**src/common/cjm_pkg.sv**
```systemverilog
// Constants and types for the jump, control and move decoder.
// Assumes a single 100 MHz core clock and one byte of program memory per cycle.
`default_nettype none
package cjm_pkg;
  localparam int PC_W = 12;
  localparam int DMEM_DEPTH = 64;
  localparam logic [7:0] OP_JTB = 8'h56;
  localparam logic [7:0] OP_JZ = 8'hC6;
  localparam logic [7:0] OP_IRQ_ON = 8'h05;
  localparam logic [7:0] OP_IRQ_OFF = 8'h15;
  localparam logic [7:0] OP_CLKO_ON = 8'h75;
  localparam logic [7:0] OP_PBANK_LO = 8'hE5;
  localparam logic [7:0] OP_PBANK_HI = 8'hF5;
  localparam logic [7:0] OP_RBANK_LO = 8'hC5;
  localparam logic [7:0] OP_RBANK_HI = 8'hD5;
  localparam logic [7:0] OP_HALT = 8'h01;
  localparam logic [7:0] OP_ACC_IMM = 8'h23;
  localparam logic [7:0] OP_ACC_SW = 8'hC7;
  localparam logic [7:0] OP_SW_ACC = 8'hD7;
  localparam logic [4:0] PAT_ACC_WR = 5'h1F;
  localparam logic [6:0] PAT_ACC_IND = 7'h78;
  localparam logic [4:0] PAT_WR_IMM = 5'h17;
  localparam logic [4:0] PAT_WR_ACC = 5'h15;
  localparam logic [6:0] PAT_IND_ACC = 7'h50;
  localparam logic [6:0] PAT_IND_IMM = 7'h58;
  localparam logic [4:0] PAT_LJMP = 5'h04;
  localparam int RBANK_BIT = 4;
  localparam logic [5:0] RBANK1_BASE = 6'h18;
  localparam logic [7:0] ACC_RST = 8'h00;
  localparam logic [7:0] SW_RST = 8'h00;
  localparam logic [PC_W-1:0] PC_RST = 12'h000;
  typedef enum {ST_OP, ST_ARG, ST_HALT} cjm_state_type;
endpackage
`default_nettype wire

```
**src/cjm_decoder.sv**
```systemverilog
// Decode and execute core for in-page jumps, control and data moves.
// Assumes program memory returns the byte at prog_addr in the same cycle.
`default_nettype none
// Operation
// (RULE1) Opcode 56 jumps in page if test_pin_b high
// (RULE2) Opcode C6 jumps in page if accumulator zero
// (RULE3) Opcode 05 enables external interrupt
// (RULE4) Opcode 15 disables external interrupt
// (RULE5) Opcode 75 drives clock onto test_pin_a
// (RULE6) Opcode E5 clears program bank flop
// (RULE7) Opcode F5 sets program bank flop
// (RULE8) Opcode C5 clears register bank bit
// (RULE9) Opcode D5 sets register bank bit
// (RULE10) Opcode 01 enters halt mode
// (RULE11) Opcode 23 loads immediate into accumulator
// (RULE12) 11111rrr copies working register to accumulator
// (RULE13) 1111000r loads accumulator from indirect memory
// (RULE14) Opcode C7 copies status word to accumulator
// (RULE15) 10111rrr writes immediate into working register
// (RULE16) 10101rrr copies accumulator to working register
// (RULE17) 1010000r stores accumulator to indirect memory
// (RULE18) 1011000r writes immediate to indirect memory
// (RULE19) Opcode D7 loads status word from accumulator
// (RULE20) Long jump takes bit 11 from bank flop
// (RULE21) Opcode fetched first, operand from next location
module cjm_decoder
  import cjm_pkg::*;
(
  input wire logic clk,
  input wire logic rst,
  input wire logic [7:0] prog_data,
  input wire logic test_pin_b,
  input wire logic ext_irq_n,
  output logic [PC_W-1:0] prog_addr,
  output logic [7:0] acc_reg,
  output logic [7:0] status_word_reg,
  output logic ext_irq_on_reg,
  output logic irq_request_reg,
  output logic prog_bank_flop_reg,
  output logic halted_reg,
  output logic test_pin_a_out_reg,
  output logic test_pin_a_oe_reg
);

  cjm_state_type state_reg;
  logic [PC_W-1:0] pc_reg;
  logic [7:0] op_reg;
  logic [7:0] dmem [DMEM_DEPTH];
  logic clock_out_on_reg;
  logic tb_s1, tb_s2, tb_s3, tb_level;
  logic ir_s1, ir_s2, ir_s3, ir_level;
  logic [7:0] cur_op;
  logic exec_one, exec_two;

  function automatic logic two_byte(input logic [7:0] op);
    two_byte = (op == OP_JTB) || (op == OP_JZ) || (op == OP_ACC_IMM) ||
      (op[7:3] == PAT_WR_IMM) || (op[7:1] == PAT_IND_IMM) ||
      (op[4:0] == PAT_LJMP);
  endfunction

  function automatic logic [5:0] wr_addr(input logic bank,
                                         input logic [2:0] r);
    wr_addr = bank ? (RBANK1_BASE | {3'h0, r}) : {3'h0, r};
  endfunction

  assign prog_addr = pc_reg;
  assign cur_op = (state_reg == ST_OP) ? prog_data : op_reg;
  assign exec_one = (state_reg == ST_OP) && !two_byte(prog_data);
  assign exec_two = (state_reg == ST_ARG);

  logic bank;
  logic [5:0] ind_addr;
  logic [5:0] reg_addr;
  assign bank = status_word_reg[RBANK_BIT];
  assign reg_addr = wr_addr(bank, cur_op[2:0]);
  assign ind_addr = dmem[wr_addr(bank, {2'h0, cur_op[0]})][5:0];

  // Pin synchronisers
  always_ff @(posedge clk or posedge rst) begin
    if (rst) begin
      tb_s1 <= 1'b0;
      tb_s2 <= 1'b0;
      tb_s3 <= 1'b0;
      tb_level <= 1'b0;
      ir_s1 <= 1'b1;
      ir_s2 <= 1'b1;
      ir_s3 <= 1'b1;
      ir_level <= 1'b1;
    end else begin
      tb_s1 <= test_pin_b;
      tb_s2 <= tb_s1;
      tb_s3 <= tb_s2;
      if (tb_s2 == tb_s3) begin
        tb_level <= tb_s3;
      end
      ir_s1 <= ext_irq_n;
      ir_s2 <= ir_s1;
      ir_s3 <= ir_s2;
      if (ir_s2 == ir_s3) begin
        ir_level <= ir_s3;
      end
    end
  end

  // Sequencer and program counter
  always_ff @(posedge clk or posedge rst) begin
    if (rst) begin
      state_reg <= ST_OP;
      pc_reg <= PC_RST;
      op_reg <= 8'h00;
    end else begin
      case (state_reg)
        ST_OP: begin
          op_reg <= prog_data;
          pc_reg <= pc_reg + 12'h001;
          if (two_byte(prog_data)) begin
            state_reg <= ST_ARG; // [RULE21]
          end else if (prog_data == OP_HALT) begin
            state_reg <= ST_HALT; // [RULE10]
          end
        end
        ST_ARG: begin
          state_reg <= ST_OP;
          if (op_reg == OP_JTB && tb_level) begin
            pc_reg[7:0] <= prog_data; // [RULE1]
          end else if (op_reg == OP_JZ && acc_reg == 8'h00) begin
            pc_reg[7:0] <= prog_data; // [RULE2]
          end else if (op_reg[4:0] == PAT_LJMP) begin
            pc_reg <= {prog_bank_flop_reg, op_reg[7:5], prog_data}; // [RULE20]
          end else begin
            pc_reg <= pc_reg + 12'h001; // [RULE1] [RULE2]
          end
        end
        ST_HALT: begin
          state_reg <= ST_HALT;
        end
        default: begin
          state_reg <= ST_OP;
        end
      endcase
    end
  end

  // Accumulator
  always_ff @(posedge clk or posedge rst) begin
    if (rst) begin
      acc_reg <= ACC_RST;
    end else if (exec_one) begin
      if (cur_op[7:3] == PAT_ACC_WR) begin
        acc_reg <= dmem[reg_addr]; // [RULE12]
      end else if (cur_op[7:1] == PAT_ACC_IND) begin
        acc_reg <= dmem[ind_addr]; // [RULE13]
      end else if (cur_op == OP_ACC_SW) begin
        acc_reg <= status_word_reg; // [RULE14]
      end
    end else if (exec_two && cur_op == OP_ACC_IMM) begin
      acc_reg <= prog_data; // [RULE11]
    end
  end

  // Status word
  always_ff @(posedge clk or posedge rst) begin
    if (rst) begin
      status_word_reg <= SW_RST;
    end else if (exec_one) begin
      if (cur_op == OP_RBANK_LO) begin
        status_word_reg[RBANK_BIT] <= 1'b0; // [RULE8]
      end else if (cur_op == OP_RBANK_HI) begin
        status_word_reg[RBANK_BIT] <= 1'b1; // [RULE9]
      end else if (cur_op == OP_SW_ACC) begin
        status_word_reg <= acc_reg; // [RULE19]
      end
    end
  end

  // Data memory and working registers
  always_ff @(posedge clk) begin
    if (!rst && exec_one) begin
      if (cur_op[7:3] == PAT_WR_ACC) begin
        dmem[reg_addr] <= acc_reg; // [RULE16]
      end else if (cur_op[7:1] == PAT_IND_ACC) begin
        dmem[ind_addr] <= acc_reg; // [RULE17]
      end
    end else if (!rst && exec_two) begin
      if (cur_op[7:3] == PAT_WR_IMM) begin
        dmem[reg_addr] <= prog_data; // [RULE15]
      end else if (cur_op[7:1] == PAT_IND_IMM) begin
        dmem[ind_addr] <= prog_data; // [RULE18]
      end
    end
  end

  // Control flops
  always_ff @(posedge clk or posedge rst) begin
    if (rst) begin
      ext_irq_on_reg <= 1'b0;
      clock_out_on_reg <= 1'b0;
      prog_bank_flop_reg <= 1'b0;
      halted_reg <= 1'b0;
    end else begin
      if (exec_one && cur_op == OP_IRQ_ON) begin
        ext_irq_on_reg <= 1'b1; // [RULE3]
      end else if (exec_one && cur_op == OP_IRQ_OFF) begin
        ext_irq_on_reg <= 1'b0; // [RULE4]
      end
      if (exec_one && cur_op == OP_CLKO_ON) begin
        clock_out_on_reg <= 1'b1; // [RULE5]
      end
      if (exec_one && cur_op == OP_PBANK_LO) begin
        prog_bank_flop_reg <= 1'b0; // [RULE6]
      end else if (exec_one && cur_op == OP_PBANK_HI) begin
        prog_bank_flop_reg <= 1'b1; // [RULE7]
      end
      if (exec_one && cur_op == OP_HALT) begin
        halted_reg <= 1'b1; // [RULE10]
      end
    end
  end

  // Interrupt request and clock out pin
  always_ff @(posedge clk or posedge rst) begin
    if (rst) begin
      irq_request_reg <= 1'b0;
      test_pin_a_out_reg <= 1'b0;
      test_pin_a_oe_reg <= 1'b0;
    end else begin
      irq_request_reg <= ext_irq_on_reg && !ir_level; // [RULE3] [RULE4]
      test_pin_a_oe_reg <= clock_out_on_reg; // [RULE5]
      test_pin_a_out_reg <= clock_out_on_reg && !test_pin_a_out_reg;
    end
  end
endmodule
`default_nettype wire

```
**config.mk**
```make
export PLATFORM = sky130hd
export DESIGN_NAME = cjm_decoder
export DESIGN_NICKNAME = d
export VERILOG_FILES = /design/src/common/cjm_pkg.sv /design/src/cjm_decoder.sv
export SDC_FILE = /design/constraint.sdc
export NUM_CORES = 1
export LEC_CHECK = 0
export BUFFER_PORTS_ARGS = -buffer_cell sky130_fd_sc_hd__buf_2
export CAP_MARGIN = 10
export CORE_UTILIZATION = 50
export DETAILED_ROUTE_END_ITERATION = 7
export PLACE_DENSITY = 0.64
export SETUP_SLACK_MARGIN = 0.4
export SLEW_MARGIN = 10
export SYNTH_ARGS = -nofsm -noshare
export SYNTH_HDL_FRONTEND = slang
export SYNTH_SLANG_ARGS = --single-unit
```
**constraint.sdc**
```tcl
create_clock -name clk -period 9.4 [get_ports clk]
set_clock_uncertainty 0.15 [all_clocks]
set_input_delay 1.88 -clock clk [delete_from_list [all_inputs] [get_ports clk]]
set_output_delay 1.88 -clock clk [all_outputs]
set_load 0.01 [all_outputs]
```
After elaboration in Yosys (flattened, before gate mapping)
Memory sizes are Yosys's and may differ from the RTL's.
Index checks and enable logic that the tools add are counted.
{ "word_totals": {"register_bits": 83, "mem_bits_rw": 512, "input_bits": 12, "output_inout_bits": 34, "word_cells": 145, "n_memories": 1} }
{ "memory_table": {"columns": ["memory", "depth", "word_bits", "read_ports", "rd_ports_with_merged_regs", "wr", "line", "rtl"], "rows": [
  ["dmem", 64, 8, 3, 0, 1, "cjm_decoder.sv:48", "logic [7:0] dmem [DMEM_DEPTH];"]
]} }
{ "classes": {"n_addsub": 1, "n_eq_ne": 36, "n_mux": 45, "bitwise": 4, "reduce_logical": 36} }
{ "ops": {"columns": ["operator", "n"], "rows": [
  ["two-way mux 8 bit", 11],
  ["equality test 32 x 2 -> 1 bit (second input constant)", 2],
  ["equality test 8 bit (second input constant)", 8],
  ["zero test 32 bit", 2],
  ["two-way mux 32 bit", 2],
  ["case mux 32 bit (2 select lines)", 1],
  ["equality test 32 x 1 -> 1 bit (second input constant)", 1],
  ["equality test 7 bit (second input constant)", 4],
  ["equality test 8 x 7 -> 1 bit (second input constant)", 3],
  ["case mux 12 bit (2 select lines)", 1],
  ["two-way mux 1 bit", 23],
  ["equality test 5 bit (second input constant)", 4],
  ["equality test 8 x 1 -> 1 bit (second input constant)", 2],
  ["equality test 8 x 6 -> 1 bit (second input constant)", 2],
  ["two-way mux 5 bit", 3],
  ["logical AND 1 bit", 14],
  ["adder 12 x 1 -> 12 bit (second input constant)", 1],
  ["two-way mux 12 bit", 1],
  ["equality test 5 x 3 -> 1 bit (second input constant)", 2],
  ["equality test 8 x 3 -> 1 bit (second input constant)", 1],
  ["equality test 8 x 5 -> 1 bit (second input constant)", 1],
  ["zero test 8 bit", 1],
  ["two-way mux 4 bit", 2],
  ["nonzero test 2 bit", 4],
  ["14 further kinds", 26]
]} }

Depth between registers and ports, before layout
{ "depth": {"ltp_word": 14, "ltp_mapped": 14, "depth_no_buf": 10} }

Worst setup path before layout
OpenSTA, ideal clock, no wires.
{ "synth_path": {"path_kind": "input to register", "from": "input prog_data[1]", "to": "memory dmem[0][1], data pin", "setup_ps": 702, "arrival_ps": 5307, "required_ps": 8548, "slack_ps": 3241, "path_stages": 7, "path_buffers": 1, "path_cell_list": "clkbuf_1 > nor3_1 > o221ai_1 > nand2_1 > nand2_1 > nor2_1 > o21ai_0"} }
{ "synth_via": {"elab_chain_cells": 14, "elab_cells_between_ends": 32, "classes_between": "eq/ne: 7; mux: 15; bitwise: 1; reduce/logical: 9"} }
{ "synth_lines": {"columns": ["item", "line", "rtl"], "rows": [
  ["from (decl)", "cjm_decoder.sv:31", "input wire logic [7:0] prog_data,"],
  ["equality test 8 x 7 -> 1 bit or equality test 8 bit (tied branches)", "cjm_decoder.sv:56", "two_byte = (op == OP_JTB) || (op == OP_JZ) || (op == OP_ACC_IMM) ||"],
  ["logical OR 1 bit (3 in series)", "cjm_decoder.sv:56", null],
  ["logical OR 1 bit (2 in series)", "cjm_decoder.sv:57", "(op[7:3] == PAT_WR_IMM) || (op[7:1] == PAT_IND_IMM) ||"],
  ["zero test 1 bit", "cjm_decoder.sv:68", "assign exec_one = (state_reg == ST_OP) && !two_byte(prog_data);"],
  ["logical AND 1 bit", "cjm_decoder.sv:68", null],
  ["logical AND 1 bit", "cjm_decoder.sv:178", "if (!rst && exec_one) begin"],
  ["two-way mux 1 bit", "cjm_decoder.sv:178", null],
  ["two-way mux 1 bit (on tied branches)", "cjm_decoder.sv:182, cjm_decoder.sv:188", null],
  ["OR 1 bit (no line)", null, null],
  ["OR reduction 8 bit (no line)", null, null],
  ["two-way mux 8 bit (no line) *", null, null],
  ["to (decl)", "cjm_decoder.sv:48", null]
]} }
Mark *: on every way between the ends. The rest lies on a longest branch, timed or not.

Final worst setup path
{ "layout_path": {"from": "input prog_data[1]", "to": "memory dmem[25][7], enable pin"} }
{ "layout_via": {"elab_chain_cells": 14, "elab_cells_between_ends": 35, "classes_between": "eq/ne: 7; mux: 17; bitwise: 2; reduce/logical: 9"} }
{ "layout_lines": {"columns": ["item", "line"], "rows": [
  ["equality test 8 x 7 -> 1 bit or equality test 8 bit (tied branches)", "cjm_decoder.sv:56"],
  ["logical OR 1 bit (3 in series)", "cjm_decoder.sv:56"],
  ["logical OR 1 bit (2 in series)", "cjm_decoder.sv:57"],
  ["zero test 1 bit", "cjm_decoder.sv:68"],
  ["logical AND 1 bit", "cjm_decoder.sv:68"],
  ["logical AND 1 bit", "cjm_decoder.sv:178"],
  ["two-way mux 1 bit", "cjm_decoder.sv:178"],
  ["two-way mux 1 bit (on tied branches)", "cjm_decoder.sv:182, cjm_decoder.sv:188"],
  ["OR 1 bit (no line)", null],
  ["OR reduction 8 bit (no line)", null],
  ["two-way mux 6 bit (no line) or two-way mux 1 bit (tied branches)", null]
]} }
Several ways; a longest one is shown, not always the timed one.

==> metrics.md <==
| Metric | Value |
|---|---|
| Outcome | `completed` |
| GRT busiest layer | `met2` |
| Min cycle time layout | `6.22 ns` |
| GRT Overall Usage | `0.322` |
| CTS max path bufs | `3` |
| Max IR drop VDD | `0.000163 V` |
| Top cell family by delay on the critical path | `simple AND/OR/NAND/NOR gates` |
| Buf+Inv Stages, Crit Path | `3` |
| Largest Register | `dmem` |
| Placed insts | `2707` |
| Async set-reset flop share out of synthesis | `0.0938` |
| Syn Nets | `2122` |
| Area growth syn-to-layout | `10.2%` |
| Routed vias | `18.5k` |
| Initial antenna violation count | `1` |
| Comb power frac | `0.165` |
| Starting density of the core | `0.511` |
| Power per Cell Area | `226 nW/um^2` |
| Worst-Margin Slew | `1.23 ns` |
| Setup WS post-layout | `3.18 ns` |
| Post-Syn Area | `25200 sq um` |
| Routed WL per cell | `29.0 microns` |
| Setup TNS | `0 ns` |
| Clock latency on the worst-skew pair | `0.65 ns` |
| Sequential share of power | `0.463` |
| CP max FO | `47` |
| Sink Count | `565` |
| Clock power frac | `0.372` |
| Crit path kind | `input port to flip-flop` |
| Filler cells | `4145` |
| Sw power | `1820 uW` |
| Final setup fails | `0` |
| Total power | `6270 uW` |
| DR pass1 iterations | `6` |
| Distinct cells, synth | `82` |
| Slew headroom | `0.179` |
| Share of layout cells above drive strength 1 | `0.0959` |
| Global-route wire length before repair | `119 mm` |
| Met1 Usage GRT | `0.444` |
| Crit path required time | `9.49 ns` |
| Unrepaired setup endpoints after global routing | `no` |
| Die height | `226 microns` |
| Postcts setup bufs | `0` |
| CP max stage cell | `nor2_1` |
| Routing usage on met2 | `0.495` |
| Via/cell ratio | `6.56` |
| Clock slew at reported path FFs | `0.06 ns` |
| Number of max-cap violations | `0` |
| Most frequent cells in the layout | `512 x edfxtp_1, 478 x nand2_1, 160 x nand3_1` |
| Num CTS Buffers | `58` |
| Hold buffer count at CTS | `0` |
| Number of synthesized flops with an enable pin | `512` |
| Root Buffer Master | `clkbuf_16` |
| Leakage power | `0.00966 uW` |
| Switching Fraction | `0.290` |
| Die Width | `226 microns` |
| Synth warn | `0` |
| Mean post-synth cell area | `11.9 sq um` |
| Final RePlAce weighted congestion | `1.00` |
| PortBufs | `45` |
| Row Count | `81` |
| Syn Inst Count | `2109` |
| Seq cells post-synth | `565` |
| Grt total ovfl | `0` |
| Sequential element share of the synthesized area | `0.664` |
| Final period utilization | `0.661` |
| Slew Limit Fails | `0` |
| CTS tree | `built` |
| Cell Count, Final, Fillers Out | `2814` |
| Core region area | `49300 sq um` |
| Top Ports | `46` |
| Starting DRT DRC Count | `2708` |
| Htree depth | `2` |
| Arrival @ worst endpoint | `6.31 ns` |
| Place WS | `2.84 ns` |
| Largest net degree at the start of global routing | `104` |
| Ys flop type | `edfxtp_1` |
| Post-DP HPWL | `52.5 mm` |
| Endpoints failing hold | `0` |
| # nets final | `2116` |
| Worst setup EP type | `flip-flop` |
| F_max | `0.161 GHz` |
| Routing usage on met3 | `0.0676` |
| Routed WL | `81.6 mm` |
| Vias in the first global route | `17.2k` |
| PostCTS Resize Cnt | `0` |
| Critical path startpoint category | `input port` |
| Slowest Stage Delay on Critical Path | `0.93 ns` |
| Tightest Hold Check Type | `flip-flop to flip-flop` |
| Post-DRT Antenna Nets | `0` |
| Critical path, cell by cell | `buf_2 > or3_1 > nand2_1 > buf_4 > inv_2 > nor2_1 > nand2_1 > a21oi_2 > mux2i_1 > nor3_1 > nand3_1 > nor2_1` |
| Internal Power | `4450 uW` |
| DRC | `0` |
| Full die area | `51200 sq um` |
| Most common cell after layout, fill and taps aside | `edfxtp_1` |
| Largest register FFs | `512` |
==> path summary, 6_finish.rpt <==
check	from	end	cells after the start	slack, ns
setup / recovery	prog_data[1]	dmem[25][7]$_DFFE_PP_	12	3.18
hold / removal	tb_s1$_DFF_PP0_	tb_s2$_DFF_PP0_	0	0.20
setup reg to reg	state_reg[0]$_DFFE_PP0P_	dmem[25][7]$_DFFE_PP_	11	3.96
hold reg to reg	tb_s1$_DFF_PP0_	tb_s2$_DFF_PP0_	0	0.20
max in group asynchronous	rst	acc_reg[4]$_DFFE_PP0P_	3	7.13
min in group asynchronous	rst	prog_addr[9]$_DFFE_PP0P_	2	1.11
==> power by group through the flow <==
stage               Clock (uW)  Sequential [uW]  Combinational, uW
global placement             0             2960                997
detailed placement           0             2960               1000
finish                    2330             2910               1030
global route              2430             2910               1090
floorplan                    0             2960                622
CTS                       2340             2900               1010
==> synth_stat cells, types with 20 or more instances <==
| master | instances | area share |
|---|---|---|
| mux2i_1 | 73 | 0.029 |
| and3_1 | 26 | 0.0065 |
| nand3_1 | 160 | 0.032 |
| a21oi_1 | 103 | 0.020 |
| nor3_1 | 31 | 0.0062 |
| a22oi_1 | 20 | 0.0060 |
| nand4_1 | 35 | 0.0087 |
| buf_1 | 21 | 0.0031 |
| edfxtp_1 | 512 | 0.61 |
| o21ai_0 | 39 | 0.0078 |
| nand2_1 | 479 | 0.071 |
| clkbuf_1 | 56 | 0.0084 |
| o211ai_1 | 21 | 0.0063 |
| dfrtp_1 | 49 | 0.049 |
| a32oi_1 | 21 | 0.0073 |
| a31oi_1 | 26 | 0.0065 |
| buf_2 | 43 | 0.0086 |
| a211oi_1 | 24 | 0.0072 |
| nor2_1 | 131 | 0.020 |
| inv_1 | 26 | 0.0039 |
==> worst reg2reg max path: stages (launching register included) <==
cell and delay [ns]:
dfrtp_1 0.60, or3_1 0.48, nand2_1 0.07, buf_4 0.48, inv_2 0.08, nor2_1 0.20
nand2_1 0.09, a21oi_2 0.73, mux2i_1 0.33, nor3_1 0.48, nand3_1 0.44, nor2_1 0.93
==> stage by stage <==
step | hold slack, ns | area, sq um | utilization
final | 0.201 | 27700 | 0.563
after global routing | 0.208 | 27700 | 0.563
after CTS | 0.207 | 27700 | 0.563
after detailed placement | 0.196 | 25800 | 0.524
after global placement | 0.197 | 25800 | 0.524
after floorplan | 0.181 | 25200 | -
==> logic make-up after synthesis <==
group	Yosys count	synth area share
xor+xnor	1	0.000348
buf+inv	162	0.0297
flops	565	0.664
simple gates	928	0.164
compound gates	347	0.0926
mux	103	0.0478
fa+ha+maj	3	0.00129
==> routing by layer <==
| metal | wire (microns) | share of wire | vias to the layer above |
|---|---|---|---|
| li1 | - | - | 7870 |
| met1 | 32000 | 0.39 | 9146 |
| met2 | 37500 | 0.46 | 1229 |
| met3 | 8300 | 0.10 | 224 |
| met4 | 3830 | 0.047 | 0 |
| met5 | 0 | 0 | - |
==> final cells by class <==
cell class	instances	area, sq um	share of cell area
diodes	1	2.50	0.0000902
clock buffers	67	1490	0.0535
clock inverters	39	414	0.0149
inverters	29	111	0.00401
multi-input cells	1382	7770	0.280
flip-flops and latches	565	16700	0.602
well taps	664	831	0.0300
repair buffers	67	415	0.0150
Note: power is estimated with default switching activity, not from simulation.
